### src/ctm_pkg.sv
/*
 * constants, types and modes of the core test mode mux.
 * assumes a single core_clk domain and an apb register bus.
 */
// Summary of operation
// - isolate select low: core runs normally, all its normal pins valid.
// - isolate select high: test mode, inputs ignored, tri-states float, bidirs input.
// - test mode with bus strobe low: standby, test bus in ignored, out floats.
// - test mode with bus strobe high: core takes test inputs, drives test outputs.
// - buffers a,b: 00 normal, 01 low-drive, 10 quiescent, 11 forbidden.
// - low-drive test mode cuts output drive current to its minimum.
// - quiescent-current test mode disconnects every pull-up and pull-down.
// - mode buffers drive pad test controls through sync and decode flops, no extra control pins.
// - this block multiplexes external pins between normal and core test signals.
// - shared scheme: one dedicated test select plus two-bit shared test code.
// - shared select pins may be function pins, never test bus pins.
// - dedicated scheme: two-bit code of all four modes on dedicated pins.
// - shared test bus is 38 inputs and 42 outputs wide.
// - core test inputs come straight from pins, no flop, latch or inversion.
// - core test outputs reach pins straight, no flop, latch or inversion.
// - test bus pins may carry normal signals, chosen by decoded test mode, strobe pin and control share bit.
// - timing-critical pins should not be shared with test bus functions.
// - when sharing falls short, dedicated test pins are provided instead.
// - test bus strobe keeps its own external input pin.
// - target core gets strobe; every other core stays isolated in standby.
package ctm_pkg;
    localparam int TEST_IN_WIDTH   = 38;
    localparam int TEST_OUT_WIDTH  = 42;
    localparam int CORE_A_IN_WIDTH = 15;
    localparam int CORE_A_OUT_WIDTH = 35;
    localparam int CORE_B_IN_WIDTH = 38;
    localparam int CORE_B_OUT_WIDTH = 42;
    // register offsets, byte addresses
    localparam logic [7:0] CTRL_OFFSET   = 8'h00;
    localparam logic [7:0] STATUS_OFFSET = 8'h04;
    // control fields
    localparam int CTRL_SCHEME_BIT = 0;
    localparam int CTRL_SHARE_BIT  = 1;
    localparam logic [1:0] CTRL_RESET = 2'h2;
    // status fields
    localparam int STATUS_MODE_LSB  = 0;
    localparam int STATUS_FORBID_BIT = 8;
    localparam int STATUS_BUF_LSB   = 9;
    // shared scheme codes
    localparam logic [1:0] SHARED_CORE_A = 2'h0;
    localparam logic [1:0] SHARED_CORE_B = 2'h1;
    localparam logic [1:0] SHARED_USER   = 2'h2;
    // dedicated scheme codes
    localparam logic [1:0] DEDIC_NORMAL = 2'h0;
    localparam logic [1:0] DEDIC_CORE_A = 2'h1;
    localparam logic [1:0] DEDIC_CORE_B = 2'h2;
    localparam logic [1:0] DEDIC_USER   = 2'h3;
    typedef enum logic [5:0] {
        MODE_NORMAL     = 6'h01,
        MODE_CORE_A     = 6'h02,
        MODE_CORE_B     = 6'h04,
        MODE_USER       = 6'h08,
        MODE_LOW_DRIVE  = 6'h10,
        MODE_QUIESCENT  = 6'h20
    } ctm_mode_type;
endpackage

### src/ctm_mode_if.sv
/*
 * decoded test mode passed from the decoder to the rest of the block.
 * assumes the decoder and its users share core_clk.
 */
`timescale 1ns/100ps
`default_nettype none
interface ctm_mode_if;
    ctm_pkg::ctm_mode_type mode;
    logic                  forbidden;
    logic [1:0]            buffers;
    logic                  scheme;
    modport decoder (output mode, output forbidden, output buffers, input scheme);
    modport user    (input mode, input forbidden, input buffers, output scheme);
endinterface
`default_nettype wire

### src/ctm_mode_decode.sv
/*
 * synchronises the mode pins and decodes them into one mode.
 * assumes pins are asynchronous to core_clk and held steady during a test.
 */
`timescale 1ns/100ps
`default_nettype none
module ctm_mode_decode (
    // clock and reset
    input  wire logic       core_clk,
    input  wire logic       reset_n,
    // mode pins: buffer a, buffer b, test select, code
    input  wire logic [4:0] mode_pins,
    // decoded mode
    ctm_mode_if.decoder     mode_bus
);
    logic [4:0] sync_1, sync_2, sync_3, stable;
    logic [4:0] next_stable;
    ctm_pkg::ctm_mode_type next_mode;

    always_comb begin
        next_stable = (sync_2 == sync_3) ? sync_3 : stable;
    end

    always_comb begin
        next_mode = ctm_pkg::MODE_NORMAL;
        if (stable[0]) begin
            next_mode = ctm_pkg::MODE_QUIESCENT;
        end else if (stable[1]) begin
            next_mode = ctm_pkg::MODE_LOW_DRIVE;
        end else if (mode_bus.scheme) begin
            case (stable[4:3])
                ctm_pkg::DEDIC_CORE_A: next_mode = ctm_pkg::MODE_CORE_A;
                ctm_pkg::DEDIC_CORE_B: next_mode = ctm_pkg::MODE_CORE_B;
                ctm_pkg::DEDIC_USER:   next_mode = ctm_pkg::MODE_USER;
                default:               next_mode = ctm_pkg::MODE_NORMAL;
            endcase
        end else if (stable[2]) begin
            case (stable[4:3])
                ctm_pkg::SHARED_CORE_A: next_mode = ctm_pkg::MODE_CORE_A;
                ctm_pkg::SHARED_CORE_B: next_mode = ctm_pkg::MODE_CORE_B;
                default:                next_mode = ctm_pkg::MODE_USER;
            endcase
        end
    end

    always_ff @(posedge core_clk or negedge reset_n) begin
        if (!reset_n) begin
            sync_1        <= 5'h00;
            sync_2        <= 5'h00;
            sync_3        <= 5'h00;
            stable        <= 5'h00;
            mode_bus.mode <= ctm_pkg::MODE_NORMAL;
        end else begin
            sync_1        <= mode_pins;
            sync_2        <= sync_1;
            sync_3        <= sync_2;
            stable        <= next_stable;
            mode_bus.mode <= next_mode;
        end
    end

    assign mode_bus.forbidden = stable[0] & stable[1];
    assign mode_bus.buffers   = stable[1:0];
endmodule // ctm_mode_decode
`default_nettype wire

### src/ctm_test_steer.sv
/*
 * combinational steering of core test outputs onto the shared output pins.
 * assumes selects are core_clk flops gated by the strobe pin; data paths carry no storage.
 */
`timescale 1ns/100ps
`default_nettype none
module ctm_test_steer (
    // selection
    input  wire logic                              sel_a,
    input  wire logic                              sel_b,
    input  wire logic                              share_en,
    // sources
    input  wire logic [ctm_pkg::TEST_OUT_WIDTH-1:0] a_out,
    input  wire logic [ctm_pkg::TEST_OUT_WIDTH-1:0] a_en,
    input  wire logic [ctm_pkg::TEST_OUT_WIDTH-1:0] b_out,
    input  wire logic [ctm_pkg::TEST_OUT_WIDTH-1:0] b_en,
    input  wire logic [ctm_pkg::TEST_OUT_WIDTH-1:0] func_out,
    input  wire logic [ctm_pkg::TEST_OUT_WIDTH-1:0] func_oe,
    // pins
    output logic [ctm_pkg::TEST_OUT_WIDTH-1:0]      pin_out,
    output logic [ctm_pkg::TEST_OUT_WIDTH-1:0]      pin_oe
);
    genvar i;
    generate
        for (i = 0; i < ctm_pkg::TEST_OUT_WIDTH; i++) begin : g_bit
            // no flop or inversion between core and pin
            assign pin_out[i] = sel_a ? a_out[i] : sel_b ? b_out[i] : (share_en & func_out[i]);
            assign pin_oe[i]  = sel_a ? a_en[i] : sel_b ? b_en[i] : (share_en & func_oe[i]);
        end
    endgenerate
endmodule // ctm_test_steer
`default_nettype wire

### src/core_test_mode_mux.sv
/*
 * test access for two embedded cores and user logic: mode decode,
 * isolation and strobe control, pin sharing, pad test controls, apb regs.
 * assumes an apb master on core_clk and a tester on the pins; test data
 * paths are combinational so that the tester reaches the cores directly.
 */
`timescale 1ns/100ps
`default_nettype none
module core_test_mode_mux (
    // clock and reset
    input  wire logic                               core_clk,
    input  wire logic                               reset_n,
    // apb slave
    input  wire logic                               psel,
    input  wire logic                               penable,
    input  wire logic                               pwrite,
    input  wire logic [7:0]                         paddr,
    input  wire logic [31:0]                        pwdata,
    output logic [31:0]                             prdata,
    output logic                                    pready,
    output logic                                    pslverr,
    // mode pins
    input  wire logic                               mode_set_buffer_a,
    input  wire logic                               mode_set_buffer_b,
    input  wire logic                               test_select_pin,
    input  wire logic [1:0]                         test_code_pin,
    input  wire logic                               test_bus_strobe_pin,
    // pad test controls
    output logic                                    low_drive_test_mode,
    output logic                                    quiescent_current_test_mode,
    // shared test bus pins
    input  wire logic [ctm_pkg::TEST_IN_WIDTH-1:0]  test_signal_in_pin,
    output logic [ctm_pkg::TEST_OUT_WIDTH-1:0]      test_signal_out_pin,
    output logic [ctm_pkg::TEST_OUT_WIDTH-1:0]      test_signal_out_oe,
    // user logic side
    output logic [ctm_pkg::TEST_IN_WIDTH-1:0]       user_func_in,
    input  wire logic [ctm_pkg::TEST_OUT_WIDTH-1:0] user_func_out,
    input  wire logic [ctm_pkg::TEST_OUT_WIDTH-1:0] user_func_oe,
    output logic                                    user_test_active,
    // core a
    output logic                                    core_a_isolate_select,
    output logic                                    core_a_test_bus_strobe,
    output logic [ctm_pkg::CORE_A_IN_WIDTH-1:0]     core_a_test_in_bus,
    input  wire logic [ctm_pkg::CORE_A_OUT_WIDTH-1:0] core_a_test_out_bus,
    input  wire logic [ctm_pkg::CORE_A_OUT_WIDTH-1:0] core_a_test_out_en,
    // core b
    output logic                                    core_b_isolate_select,
    output logic                                    core_b_test_bus_strobe,
    output logic [ctm_pkg::CORE_B_IN_WIDTH-1:0]     core_b_test_in_bus,
    input  wire logic [ctm_pkg::CORE_B_OUT_WIDTH-1:0] core_b_test_out_bus,
    input  wire logic [ctm_pkg::CORE_B_OUT_WIDTH-1:0] core_b_test_out_en
);
    localparam int PAD_A = ctm_pkg::TEST_OUT_WIDTH - ctm_pkg::CORE_A_OUT_WIDTH;

    ctm_mode_if mode_bus ();

    logic [1:0]  ctrl;
    logic [1:0]  next_ctrl;
    logic [31:0] next_prdata;
    logic        next_pready;
    logic        next_pslverr;
    logic        setup_phase;
    logic        access_done;
    logic        addr_ctrl;
    logic        addr_status;

    logic        target_a;
    logic        target_b;
    logic        next_iso_a;
    logic        next_iso_b;
    logic        next_target_a;
    logic        next_target_b;
    logic        next_user;
    logic        next_low_drive;
    logic        next_quiescent;
    logic [ctm_pkg::TEST_OUT_WIDTH-1:0] a_out_wide;
    logic [ctm_pkg::TEST_OUT_WIDTH-1:0] a_en_wide;

    // mode pins decoded after three-stage synchronisation
    ctm_mode_decode u_decode (
        .core_clk  (core_clk),
        .reset_n   (reset_n),
        .mode_pins ({test_code_pin, test_select_pin, mode_set_buffer_b, mode_set_buffer_a}),
        .mode_bus  (mode_bus.decoder)
    );

    assign mode_bus.scheme = ctrl[ctm_pkg::CTRL_SCHEME_BIT];

    // ---------------- apb slave ----------------
    assign setup_phase = psel & ~penable;
    assign access_done = psel & penable & pready;
    assign addr_ctrl   = (paddr == ctm_pkg::CTRL_OFFSET);
    assign addr_status = (paddr == ctm_pkg::STATUS_OFFSET);

    always_comb begin
        next_pready  = setup_phase;
        next_pslverr = setup_phase & ~addr_ctrl & ~addr_status;
        next_prdata  = 32'h0000_0000;
        if (setup_phase & ~pwrite & addr_ctrl) begin
            next_prdata[1:0] = ctrl;
        end else if (setup_phase & ~pwrite & addr_status) begin
            next_prdata[ctm_pkg::STATUS_MODE_LSB +: 6] = mode_bus.mode;
            next_prdata[ctm_pkg::STATUS_FORBID_BIT]    = mode_bus.forbidden;
            next_prdata[ctm_pkg::STATUS_BUF_LSB +: 2]  = mode_bus.buffers;
        end
    end

    always_comb begin
        next_ctrl = ctrl;
        if (access_done & pwrite & addr_ctrl) begin
            next_ctrl = pwdata[1:0];
        end
    end

    always_ff @(posedge core_clk or negedge reset_n) begin
        if (!reset_n) begin
            pready  <= 1'b0;
            pslverr <= 1'b0;
            prdata  <= 32'h0000_0000;
            ctrl    <= ctm_pkg::CTRL_RESET;
        end else begin
            pready  <= next_pready;
            pslverr <= next_pslverr;
            prdata  <= next_prdata;
            ctrl    <= next_ctrl;
        end
    end

    // ---------------- core isolation and targets ----------------
    always_comb begin
        next_iso_a     = 1'b0;
        next_iso_b     = 1'b0;
        next_target_a  = 1'b0;
        next_target_b  = 1'b0;
        next_user      = 1'b0;
        next_low_drive = 1'b0;
        next_quiescent = 1'b0;
        case (mode_bus.mode)
            ctm_pkg::MODE_NORMAL: begin
                next_iso_a = 1'b0;
            end
            ctm_pkg::MODE_CORE_A: begin
                next_iso_a    = 1'b1;
                next_iso_b    = 1'b1;
                next_target_a = 1'b1;
            end
            ctm_pkg::MODE_CORE_B: begin
                next_iso_a    = 1'b1;
                next_iso_b    = 1'b1;
                next_target_b = 1'b1;
            end
            ctm_pkg::MODE_USER: begin
                next_iso_a = 1'b1;
                next_iso_b = 1'b1;
                next_user  = 1'b1;
            end
            ctm_pkg::MODE_LOW_DRIVE: begin
                next_low_drive = 1'b1;
            end
            ctm_pkg::MODE_QUIESCENT: begin
                next_quiescent = 1'b1;
            end
            default: begin
                next_iso_a = 1'b0;
            end
        endcase
    end

    always_ff @(posedge core_clk or negedge reset_n) begin
        if (!reset_n) begin
            core_a_isolate_select       <= 1'b0;
            core_b_isolate_select       <= 1'b0;
            target_a                    <= 1'b0;
            target_b                    <= 1'b0;
            user_test_active            <= 1'b0;
            low_drive_test_mode         <= 1'b0;
            quiescent_current_test_mode <= 1'b0;
        end else begin
            core_a_isolate_select       <= next_iso_a;
            core_b_isolate_select       <= next_iso_b;
            target_a                    <= next_target_a;
            target_b                    <= next_target_b;
            user_test_active            <= next_user;
            low_drive_test_mode         <= next_low_drive;
            quiescent_current_test_mode <= next_quiescent;
        end
    end

    // ---------------- test input steering ----------------
    // strobe has its own pin and passes without flops
    assign core_a_test_bus_strobe = target_a & test_bus_strobe_pin;
    assign core_b_test_bus_strobe = target_b & test_bus_strobe_pin;
    // standby or normal cores see a quiet test bus
    assign core_a_test_in_bus = test_signal_in_pin[ctm_pkg::CORE_A_IN_WIDTH-1:0]
                              & {ctm_pkg::CORE_A_IN_WIDTH{core_a_test_bus_strobe}};
    assign core_b_test_in_bus = test_signal_in_pin[ctm_pkg::CORE_B_IN_WIDTH-1:0]
                              & {ctm_pkg::CORE_B_IN_WIDTH{core_b_test_bus_strobe}};
    // user logic keeps its pins in every mode except core a or core b test
    assign user_func_in = test_signal_in_pin
                        & {ctm_pkg::TEST_IN_WIDTH{~(target_a | target_b)}};

    // ---------------- test output steering ----------------
    assign a_out_wide = {{PAD_A{1'b0}}, core_a_test_out_bus};
    assign a_en_wide  = {{PAD_A{1'b0}}, core_a_test_out_en};

    // critical-path pins belong outside this shared bus: the selector adds delay
    ctm_test_steer u_steer (
        .sel_a    (core_a_test_bus_strobe),
        .sel_b    (core_b_test_bus_strobe),
        .share_en (ctrl[ctm_pkg::CTRL_SHARE_BIT] | user_test_active),
        .a_out    (a_out_wide),
        .a_en     (a_en_wide),
        .b_out    (core_b_test_out_bus),
        .b_en     (core_b_test_out_en),
        .func_out (user_func_out),
        .func_oe  (user_func_oe),
        .pin_out  (test_signal_out_pin),
        .pin_oe   (test_signal_out_oe)
    );
endmodule // core_test_mode_mux
`default_nettype wire

### config.mk
export PLATFORM = sky130hd
export DESIGN_NAME = core_test_mode_mux
export DESIGN_NICKNAME = d
export VERILOG_FILES = /design/src/ctm_pkg.sv /design/src/ctm_mode_if.sv /design/src/ctm_mode_decode.sv /design/src/ctm_test_steer.sv /design/src/core_test_mode_mux.sv
export SDC_FILE = /design/constraint.sdc
export NUM_CORES = 1
export LEC_CHECK = 0
export BUFFER_PORTS_ARGS = -buffer_cell sky130_fd_sc_hd__buf_2
export CAP_MARGIN = 30
export CORE_AREA = 2 2 210 212
export CTS_CLUSTER_SIZE = 8
export DETAILED_ROUTE_END_ITERATION = 8
export DIE_AREA = 0 0 212 214
export SYNTH_ARGS = -nofsm -noshare
export SYNTH_HDL_FRONTEND = slang
export SYNTH_SLANG_ARGS = --single-unit
### constraint.sdc
create_clock -name core_clk -period 2.1 [get_ports core_clk]
set_input_delay 0.105 -clock core_clk [delete_from_list [all_inputs] [get_ports core_clk]]
set_output_delay 0.105 -clock core_clk [all_outputs]
set_load 0.1 [all_outputs]
==> results of run 1 <==
[report_power, final]
part	switching (mW)	internal, mW	total (mW)
sequential	0.149	0.993	1.14
clock	0.305	0.473	0.778
combinational	3.58	1.78	5.37
total	4.04	3.25	7.29
[cell usage in the layout, fill, tap and decap left out, drive strengths merged, types with 2 or more instances in the layout]
| cell type | Yosys | final |
|---|---|---|
| a22oi | 84 | 84 |
| a31oi | 2 | 2 |
| and2 | 46 | 46 |
| and3 | 54 | 54 |
| and4b | 3 | 3 |
| buf | 43 | 526 |
| clkbuf | 32 | 7 |
| conb | 1 | 23 |
| dfrtp | 43 | 43 |
| dfstp | 2 | 2 |
| diode | 0 | 14 |
| dlygate4sd3 | 0 | 6 |
| inv | 3 | 3 |
| mux2 | 7 | 7 |
| mux2i | 2 | 2 |
| nand2 | 71 | 71 |
| nand3 | 2 | 2 |
| nor2 | 27 | 27 |
| nor2b | 2 | 2 |
| nor3 | 5 | 5 |
| nor4b | 3 | 3 |
| o21ai | 71 | 71 |
| xnor2 | 4 | 4 |
| xor2 | 2 | 2 |
[per-layer routing]
metal,global-route usage,vias to the layer above
met2,0.2263,339
met5,0,-
met4,0.03052,6
li1,-,2795
met3,0.03431,41
met1,0.1392,2866
[timing repair]
action,in CTS,in global routing
hold buffers,6,0
buffers inserted,1,0
gates cloned,2,0
resized for setup,2,13
hold endpoints to repair,21,0
endpoints found under the setup margin,24,49
[Yosys cell counts (4+ instances only)]
master / instances
and3_1: 54
clkbuf_1: 32
buf_4: 24
dfrtp_1: 43
nor3_1: 5
nand2_1: 71
o21ai_0: 57
o21ai_1: 14
nor2_1: 25
buf_2: 18
mux2_2: 5
and2_1: 46
xnor2_1: 4
a22oi_1: 84
[per-stage QoR]
| step | area [um^2] | TNS, ns | total power, mW | hold WS [ns] |
|---|---|---|---|---|
| 2_1_floorplan | 4872 | 0 | 4.527 | -0.1906 |
| 3_3_place_gp | 10420 | 0 | 6.405 | 0.06551 |
| 3_5_place_dp | 10420 | 0 | 6.453 | 0.07217 |
| 4_1_cts | 10720 | -0.05703 | 7.318 | 0.03810 |
| 5_1_grt | 10790 | -0.4737 | 7.519 | 0.04107 |
| 6_report | 10810 | 0 | 7.286 | 0.04167 |
[final cells by class]
class	instances	area share
clock inverter	1	0.0006948
clock buffer	7	0.01320
multi-input combinational	417	0.3108
sequential	45	0.1046
antenna	14	0.003242
timing repair buffer	533	0.4987
inverter	3	0.001042
tap	585	0.06774
[registers in the layout, indices dropped and copies added (netlist names)]
name                         count
low_drive_test_mode              1
u_decode.sync_3                  5
u_decode.stable                  5
u_decode.sync_1                  5
quiescent_current_test_mode      1
ctrl                             2
core_b_isolate_select            1
pslverr                          1
target_a                         1
prdata                           9
u_decode.mode_bus.mode           6
target_b                         1
pready                           1
u_decode.sync_2                  5
user_test_active                 1
[worst paths after layout]
| kind | slack (ns) | startpoint | cells past startpoint | to |
|---|---|---|---|---|
| max reg2reg | 0.49 | u_decode.sync_3[2] | 5 | u_decode.stable[0] |
| min in group asynchronous | 0.32 | reset_n | 2 | prdata[10] |
| max in group asynchronous | 1.22 | reset_n | 3 | prdata[4] |
| min reg2reg | 0.35 | u_decode.sync_1[0] | 0 | u_decode.sync_2[0] |
| max | 0.03 | ctrl[1] | 8 | test_signal_out_oe[23] |
| min | 0.04 | pwdata[1] | 2 | ctrl[1] |
[cells by family after synthesis]
family,Yosys count
compound gates,159
xor+xnor,6
buf+inv,78
flops,45
mux,9
other cells,1
simple gates,220
==> impl_results.md, run 1 <==
- Ys flop type: dfrtp_1
- Max_slew headroom: 0.6541
- EDFF count, synth: 0
- F_max: 483.8 MHz
- Max-cap violations: 0
- Fin cells: 1605
- CP endpoint kind: output pin
- Placement Setup Slack: 0.2393 ns
- Worst path slowest cell: dfstp_2
- Synth Area per Inst: 7.551 um^2
- Count of final hold-check violations: 0
- CP cell instances: nor2_2, nor2_4, buf_12, buf_16, buf_8, a22oi_1, o21ai_4, buf_12
- Area share of xor/xnor cells in the synthesized design: 0.01344
- Clock Latency Late Sink: 0.28 ns
- Final setup violation count: 0
- Final ANT Viol Nets: 0
- Register Area: 0.001130 mm^2
- Met3 Wirelength: 2600 um
- LEAKAGE: 4.762 nW
- Layout fillers: 4587
- Top-area cell type share of the netlist area: 0.2751
- Yosys reg bits: 45
- Tightest Pin Transition: about 0.52 ns
- Fin. max-slew vios: 0
- DR top layer: met5
- Synthesized area: 0.003911 mm^2
- Clk_skew: 0.006224 ns
- CP top delay family: buffers and inverters
- CP Class: reg -> out
- Final #Nets: approximately 1300
- Wl on met1: 11320 um
- GRT Residual Overflow: 0
- First-pass GRT wire length: 41190 um
- Clock slew at reported path FFs: 0.06 ns
- RSZ-0062 raised after global routing: true
- RD Place Congestion: 0.8478
- Drt wl/cell: 18.63 um
- Worst-path fanout max: 11
- Number of synthesis warnings: 0
- Final wirelength: 29900 um
- Row count: 76
- CP peak stage delay: 0.55 ns
- Clock buffer count from CTS: 5
- Hold Path Class: in -> reg
- DRC Markers: 0
- Boundary Pins: 543
- Starting density of the core: 0.09120
- Vias in the first global route: 6151
- Via/cell ratio: approximately 3.8
- Chip width: 212 um
- Simple-gate area share of the yosys netlist: 0.3074
- Die Height: 214 um
- Post-synthesis sequential area ratio: 0.2885
- Status: finished clean
- CTS tree: built
- DR WL met2: 15300 um
- Unique masters post-synth: 38
- Worst endpoint data arrival time: 1.96 ns
- FFs w/ async S/R, synth: 1.000
- Starting DRT DRC Count: approximately 290
- Pre-Repair DR Iteration Count: 4
- Critical Path RT: roughly 2.0 ns
- Post-Synth Adder-Cell Area: 0
- Final period utilization: 0.9842
- Synth top area cells: dfrtp_1, a22oi_1, and3_1, and2_1, o21ai_0
- Cell count after synthesis: between 500 and 600
- Area growth, synth to finish: 176.3%
- Main combinational cell family by area after synthesis: simple AND/OR/NAND/NOR gates
- Final core utilization: 0.2520
- All-layer global routing usage: 0.1234
- Maximum buffer depth of the clock tree: 2
- Vias: 6047
- Share of cells above drive strength 1: 0.6382
- Clk sinks: 45
- Pwr Density: 674.3 mW/mm^2
- CTS Root Cell: clkbuf_16
- Crit-path most repeated cell: buf_12
- Final WS setup: 0.03311 ns
- Core box area: about 0.043 mm^2
- Die ar.: 0.04537 mm^2
- Peak supply drop: 0.7739 mV
- IO buf count: 489
- Post-Place Cells: 1574
- Post-synthesis mux area share: 0.02527
- Multi-input gate area: 0.003358 mm^2
- Buf+Inv Stages, Crit Path: 4
- Initial antenna violation count: 25
- HPWL after DPL: roughly 25000 um
- H-tree depth: 2
- Compound-Gate Fraction of Synth Area: 0.2588
- Tmin final: 2.067 ns
- Worst setup SP type: flop
- Yosys top cell by area: dfrtp_1
- Largest net degree at the start of global routing: between 50 and 60
No activity file was read; power rests on OpenSTA's default activity.
==> run 2: changes to the inputs <==
- CORE_AREA: 2 2 210 212 -> 2 2 212 214
- DIE_AREA: 0 0 212 214 -> 0 0 214 216
- SKIP_LAST_GASP: unset -> 1
- SYNTH_HIERARCHICAL: unset -> 1
==> run 2 against run 1 <==
Compared with the run above: area after synthesis rose by 22%; highest routed layer unchanged; global-route usage fell by 1.3 points; flip-flop and latch count did not move; critical path type unchanged; largest power group unchanged; sequential share of layout area fell by 0.36 points; critical endpoint is now test_signal_out_pin[21].
==> impl_results.md, run 2 <==
- Status: finished clean (unchanged)
- Hold Path Class: in -> reg (unchanged)
- CTS Root Cell: clkbuf_16 (unchanged)
- R2R Path Start: u_decode/sync_3[1] (was u_decode.sync_3[2])
- Ys flop type: dfrtp_1 (unchanged)
- Pwr Density: 1207 mW/mm^2 (was 674.3 mW/mm^2)
- Boundary Pins: 543 (unchanged)
- Count of final hold-check violations: 0 (unchanged)
- Post-synthesis sequential area ratio: 0.2369 (was 0.2885)
- Clock buffer count from CTS: 5 (unchanged)
- Top-area cell type share of the netlist area: 0.2259 (was 0.2751)
- Synthesized area: 0.004763 mm^2 (was 0.003911 mm^2)
- Die ar.: 0.04622 mm^2 (was 0.04537 mm^2)
- Worst setup path endpoint: test_signal_out_pin[21] (was test_signal_out_oe[23])
- Critical Path RT: 2.00 ns (about the same)
- Post-DP Area: 0.01079 mm^2 (was 0.01042 mm^2)
- RD Place Congestion: 0.9271 (was 0.8478)
- Worst r2r dst: u_decode/stable[4] (was u_decode.stable[0])
- Worst-path fanout max: 7 (was 11)
- Tightest Pin Transition: 0.6036 ns (was 0.5225 ns)
- Final Cell Area: 0.01119 mm^2 (was 0.01081 mm^2)
- Final setup violation count: 0 (unchanged)
- EDFF count, synth: 0 (unchanged)
- Fin cells: 1721 (was 1605)
- Clk_skew: 0.001117 ns (was 0.006224 ns)
- Worst path slowest cell: dfstp_2 (unchanged)
- Regs by FF count: prdata: 9 flops, u_decode/mode_bus.mode: 6 flops (was prdata: 9 flops, u_decode.mode_bus.mode: 6 flops)
- Clock slew at reported path FFs: 0.06 ns (about the same)
- Max reg flops: 9 (unchanged)
- CP cell instances: or2_4, buf_12, buf_12, buf_4, nand3b_1, a21oi_4, buf_12 (was nor2_2, nor2_4, buf_12, buf_16, buf_8, a22oi_1, o21ai_4, buf_12)
- R2R cell count: 4 (was 5)
- Core box area: 0.04384 mm^2 (was 0.04289 mm^2)
- R2R Setup Slk: 0.65 ns (was 0.49 ns)
- Yosys top cell by area: dfrtp_1 (unchanged)
- P_int: 5.363 mW (was 3.251 mW)
- HPWL after DPL: 22440 um (was 25240 um)
- Area growth, synth to finish: 135.0% (was 176.3%)
- Peak supply drop: 0.7120 mV (was 0.7739 mV)
- Hold path cells: 2 (unchanged)
- Yosys reg bits: 45 (unchanged)
- Row count: 77 (was 76)
- Pre-Repair DR Iteration Count: 4 (unchanged)
- F_max: 487.9 MHz (was 483.8 MHz)
- Initial antenna violation count: 11 (was 25)
- Maximum buffer depth of the clock tree: 2 (unchanged)
- Clk sinks: 45 (unchanged)
- Starting density of the core: 0.1087 (was 0.09120)
- Clock Power Share: 0.055 (was 0.107)
- CTS tree: built (unchanged)
- Fin. max-slew vios: 0 (unchanged)
- Vias in the first global route: 6758 (was 6151)
- Crit-path most repeated cell: buf_12 (unchanged)
- Max-cap violations: 0 (unchanged)
- Vias: 6533 (was 6047)
- Reg power frac: 0.085 (was 0.157)
- Tmin final: 2.050 ns (was 2.067 ns)
- LEAKAGE: 4.887 nW (was 4.762 nW)
- Crit path from: ctrl[1] (unchanged)
- Drt wl/cell: 15.85 um (was 18.63 um)
- Post-synth top cells: a21oi_1, nor2b_1, nand3b_1 (was a22oi_1, nand2_1, o21ai_0)
- FFs w/ async S/R, synth: 1.000 (unchanged)
- Number of synthesis warnings: 6 (was 0)
- Max_slew headroom: 0.5872 (was 0.6541)
- First-pass GRT wire length: 39600 um (was 41190 um)
- Starting DRT DRC Count: 249 (was 286)
- CP Class: reg -> out (unchanged)
- Final #Nets: 1450 (was 1332)
- Die Height: 216 um (was 214 um)
- Worst setup SP type: flop (unchanged)
- Clock Latency Late Sink: 0.28 ns (about the same)
- Sw power: 8.151 mW (was 4.035 mW)
- Chip width: 214 um (was 212 um)
- Net Sw Frac: 0.6031 (was 0.5538)
- Synth top area cells: dfrtp_1, a21oi_1, nand3b_1, nor2b_1, and3_1 (was dfrtp_1, a22oi_1, and3_1, and2_1, o21ai_0)
- CP peak stage delay: 0.55 ns (about the same)
- Most frequent cells in the layout: buf_2, buf_12, nor2b_1 (was buf_2, buf_12, a22oi_1)
- Share of cells above drive strength 1: 0.5667 (was 0.6382)
- Cell count after synthesis: 628 (was 518)
- Synth Area per Inst: 7.585 um^2 (was 7.551 um^2)
- RSZ-0062 raised after global routing: true (unchanged)
- DRC Markers: 0 (unchanged)
- Post-Place Cells: 1689 (was 1574)
- Worst endpoint data arrival time: 1.94 ns (was 1.96 ns)
- Count leader, synth: a21oi_1 (was a22oi_1)
- Commonest non-fill, non-tap cell in the layout: buf_2 (unchanged)
- Register Area: 0.001130 mm^2 (unchanged)
- Multi-input gate area: 0.004190 mm^2 (was 0.003358 mm^2)
- All-layer global routing usage: 0.1099 (was 0.1234)
- IO buf count: 489 (unchanged)
- Final period utilization: 0.9760 (was 0.9842)
- CP endpoint kind: output pin (unchanged)
- GRT Residual Overflow: 0 (unchanged)
- Biggest register: prdata (unchanged)
- Largest net degree at the start of global routing: 65 (was 54)
- Unique masters post-synth: 37 (was 38)
- H-tree depth: 2 (unchanged)
- Power share of the combinational group: 0.861 (was 0.737)
- Final ANT Viol Nets: 0 (unchanged)
- Layout fillers: 4686 (was 4587)
- Final wirelength: 27280 um (was 29900 um)
- Via/cell ratio: 3.796 (was 3.768)
## run 2: changes by cell type after synthesis, sizes merged, moves of 5 or more
cell,before,now
nor2b,2,86
nor2,27,7
o21ai,71,0
nand3b,0,84
nand2,71,2
nor3b,0,5
a22oi,84,0
clkbuf,32,27
a21oi,1,170
buf,43,59
## run 2: worst min path at each step
stage / endpoint / start
after floorplan: core_b_isolate_select / reset_n
after global placement: prdata[10] / reset_n
after detailed placement: prdata[4] / reset_n
after CTS: pready / penable
after global routing: pready / penable
final: pready / penable
## run 2: kinds of logic after synthesis
logic type / share of synthesized area
AO/OA/AOI/OAI: 0.2002
XOR/XNOR: 0.009193
buffers and inverters: 0.1064
flip-flops: 0.2369
multiplexers: 0.01839
other: 0.0007873
AND/OR/NAND/NOR: 0.4282
## run 2: area by class of cell
cell class / instances / area share
well taps: 592 / 0.06617
flip-flops and latches: 45 / 0.1009
multi-input cells: 532 / 0.3744
clock inverters: 2 / 0.0008943
inverters: 2 / 0.0006707
clock buffers: 6 / 0.01151
repair buffers: 537 / 0.4443
diodes: 5 / 0.001118
## run 2: repair_timing
item | CTS | global route
resized for setup | 0 | 4
hold endpoints to repair | 29 | 0
setup endpoints to repair | 67 | 24
pin swaps | 3 | 5
buffers inserted | 4 | 7
cloned | 2 | 0
hold buffers | 6 | 0
## run 2: critical path: cells and delay by family, from the launching register on
kind,cells,cell delay (ns)
flip-flops,1,0.55
buffers and inverters,4,0.63
AND/OR/NAND/NOR,2,0.29
AO/OA/AOI/OAI,1,0.18
## run 2: routing by layer
metal  vias up  wire [um]  GRT usage  share of wire
met5         -         17          0        0.00062
met4         2        374    0.01632          0.014
met1      3038      10510     0.1275           0.39
li1       3131          -          -              -
met3        24       1903    0.02114          0.070
met2       338      14480     0.2108           0.53
## run 2: power by group through the flow
stage                     Clock (mW)  Sequential, mW  Combinational, mW
after floorplan                    0            1.30               7.39
after global placement             0            1.14               11.5
after detailed placement           0            1.14               11.5
after CTS                      0.756            1.15               11.6
after global routing           0.790            1.17               12.0
final                          0.738            1.14               11.6
## run 2: metrics by stage
stage / power, mW / hold WS [ns] / utilization / TNS (ns) / setup WS (ns)
4_1_cts: 13.54 / 0.02962 / 0.2529 / -0.008149 / -0.008149
6_report: 13.51 / 0.03108 / 0.2553 / 0 / 0.05042
5_1_grt: 13.93 / 0.03733 / 0.2551 / -0.02992 / -0.01793
2_1_floorplan: 8.686 / -0.1906 / - / 0 / 0.03527
3_5_place_dp: 12.69 / 0.1438 / 0.2462 / 0 / 0.2185
3_3_place_gp: 12.60 / 0.1413 / 0.2462 / 0 / 0.2406
==> run 3: changes to the inputs <==
- CTS_BUF_LIST: unset -> sky130_fd_sc_hd__clkbuf_16
==> run 3 against run 2 <==
Compared with the run above: combinational power barely moved; critical path depth did not move; critical path type unchanged; clock power fell by 0.7%.
==> impl_results.md, run 3 (synthesis results as in run 2) <==
- Initial antenna violation count: 11 (unchanged)
- GRT Residual Overflow: 0 (unchanged)
- Multi-input gate area: 0.004190 mm^2 (unchanged)
- R2R cell count: 4 (unchanged)
- Starting density of the core: 0.1087 (unchanged)
- Crit-path most repeated cell: buf_12 (unchanged)
- Commonest non-fill, non-tap cell in the layout: buf_2 (unchanged)
- Boundary Pins: 543 (unchanged)
- RSZ-0062 raised after global routing: true (unchanged)
- P_int: 5.358 mW (was 5.363 mW)
- First-pass GRT wire length: 39600 um (unchanged)
- Vias: 6530 (was 6533)
- Via/cell ratio: 3.794 (was 3.796)
- DRC Markers: 0 (unchanged)
- Final setup violation count: 0 (unchanged)
- RD Place Congestion: 0.9271 (unchanged)
- Levels on crit path: 7 (unchanged)
- CP cell instances: or2_4, buf_12, buf_12, buf_4, nand3b_1, a21oi_4, buf_12 (unchanged)
- Regs by FF count: prdata: 9 flops, u_decode/mode_bus.mode: 6 flops (unchanged)
- Worst path slowest cell: dfstp_2 (unchanged)
- Maximum buffer depth of the clock tree: 2 (unchanged)
- Power share of the combinational group: 0.861 (about the same)
- H-tree depth: 2 (unchanged)
- CP top delay family: buffers and inverters (unchanged)
- Worst endpoint data arrival time: 1.94 ns (about the same)
- Worst-path fanout max: 7 (unchanged)
- CTS tree: built (unchanged)
- R2R Path Start: u_decode/sync_3[1] (unchanged)
- Row count: 77 (unchanged)
- Count of final hold-check violations: 0 (unchanged)
- CP peak stage delay: 0.55 ns (about the same)
- Final Cell Area: 0.01119 mm^2 (unchanged)
- Max_slew headroom: 0.5872 (unchanged)
- Worst setup path endpoint: test_signal_out_pin[21] (unchanged)
- Pwr Density: 1207 mW/mm^2 (about the same)
- Chip width: 214 um (unchanged)
- LEAKAGE: 4.891 nW (was 4.887 nW)
- CP Class: reg -> out (unchanged)
- Clk sinks: 45 (unchanged)
- Final period utilization: 0.9760 (about the same)
- Tightest Pin Transition: 0.6036 ns (unchanged)
- Largest net degree at the start of global routing: 65 (unchanged)
- Starting DRT DRC Count: 247 (was 249)
- All-layer global routing usage: 0.1099 (unchanged)
- Die ar.: 0.04622 mm^2 (unchanged)
- Worst r2r dst: u_decode/stable[4] (unchanged)
- Tmin final: 2.050 ns (about the same)
- CP endpoint kind: output pin (unchanged)
- Max-cap violations: 0 (unchanged)
- Hold Path Class: in -> reg (unchanged)
- Worst setup SP type: flop (unchanged)
- Post-DP Area: 0.01079 mm^2 (unchanged)
- Sw power: 8.151 mW (about the same)
- Layout fillers: 4686 (unchanged)
- Clock buffer count from CTS: 5 (unchanged)
- Critical Path RT: 2.00 ns (about the same)
- Final #Nets: 1450 (unchanged)
- Vias in the first global route: 6758 (unchanged)
- Final wirelength: 27300 um (was 27280 um)
- R2R Setup Slk: 0.65 ns (about the same)
- Clock Latency Late Sink: 0.28 ns (about the same)
- CTS Root Cell: clkbuf_16 (unchanged)
- Status: finished clean (unchanged)
- Clock slew at reported path FFs: 0.06 ns (about the same)
- Net Sw Frac: 0.6034 (was 0.6031)
- Area growth, synth to finish: 135.0% (unchanged)
- Final ANT Viol Nets: 0 (unchanged)
- F_max: 487.9 MHz (about the same)
- Power Total: 13.51 mW (about the same)
- Buf+Inv Stages, Crit Path: 4 (unchanged)
- Fin. max-slew vios: 0 (unchanged)
- Reg power frac: 0.085 (about the same)
- Fin cells: 1721 (unchanged)
- Pre-Repair DR Iteration Count: 4 (unchanged)
- Core box area: 0.04384 mm^2 (unchanged)
- Share of cells above drive strength 1: 0.5667 (unchanged)
- Most frequent cells in the layout: buf_2, buf_12, nor2b_1 (unchanged)
- Drt wl/cell: 15.86 um (was 15.85 um)
- Biggest register: prdata (unchanged)
- Max reg flops: 9 (unchanged)
- Die Height: 216 um (unchanged)
- Clk_skew: 0.001117 ns (about the same)
- HPWL after DPL: 22440 um (unchanged)
- Register Area: 0.001130 mm^2 (unchanged)
- Clock Power Share: 0.054 (was 0.055)
- Crit path from: ctrl[1] (unchanged)
- IO buf count: 489 (unchanged)
- Post-Place Cells: 1689 (unchanged)
- Peak supply drop: 0.7120 mV (about the same)
- Hold Path Origin: penable (unchanged)
run 3: cell count changes in the layout (fill, tap and decap cells not counted):
cell      before  now
inv_1          2    3
clkbuf_1       1    0
run 3: power by group through the flow:
stage	clock (mW)	sequential (mW)	combinational (mW)
final	0.733	1.14	11.6
after global routing	0.785	1.17	12.0
after detailed placement	0	1.14	11.5
after CTS	0.752	1.15	11.6
after floorplan	0	1.30	7.39
after global placement	0	1.14	11.5
run 3: layout make-up:
cell class,count,share of cell area
diodes,5,0.001118
clock buffers,5,0.01118
repair buffers,537,0.4443
flip-flops and latches,45,0.1009
clock inverters,3,0.001230
multi-input cells,532,0.3744
well taps,592,0.06617
inverters,2,0.0006707
run 3: worst min path at each step:
stage | slack [ns] | depth (start not counted) | end
2_1_floorplan | -0.19 | 0 | core_b_isolate_select
6_report | 0.03 | 2 | pready
5_1_grt | 0.04 | 2 | pready
3_3_place_gp | 0.14 | 1 | prdata[10]
4_1_cts | 0.03 | 2 | pready
3_5_place_dp | 0.14 | 1 | prdata[4]
run 3: stage by stage:
stage	setup WS (ns)	TNS (ns)	hold WS [ns]	util
floorplan	0.03527	0	-0.1906	-
global placement	0.2406	0	0.1413	0.2462
detailed placement	0.2185	0	0.1438	0.2462
CTS	-0.008149	-0.008149	0.02962	0.2529
global route	-0.01793	-0.02992	0.03733	0.2551
finish	0.05039	0	0.03105	0.2553
run 3: routing by layer:
layer / share of wire / wire (um) / GRT usage / up-vias
met4: 0.014 / 374 / 0.01632 / 2
met5: 0.00062 / 17 / 0 / -
li1: - / - / - / 3130
met3: 0.070 / 1903 / 0.02114 / 24
met1: 0.39 / 10520 / 0.1275 / 3036
met2: 0.53 / 14480 / 0.2108 / 338
run 3: timing repair:
action | in CTS | in global routing
buffers inserted | 4 | 7
hold endpoints to repair | 29 | 0
cloned | 2 | 0
setup endpoints to repair | 67 | 24
resized for setup | 0 | 4
pin swaps | 3 | 5
hold buffers | 6 | 0
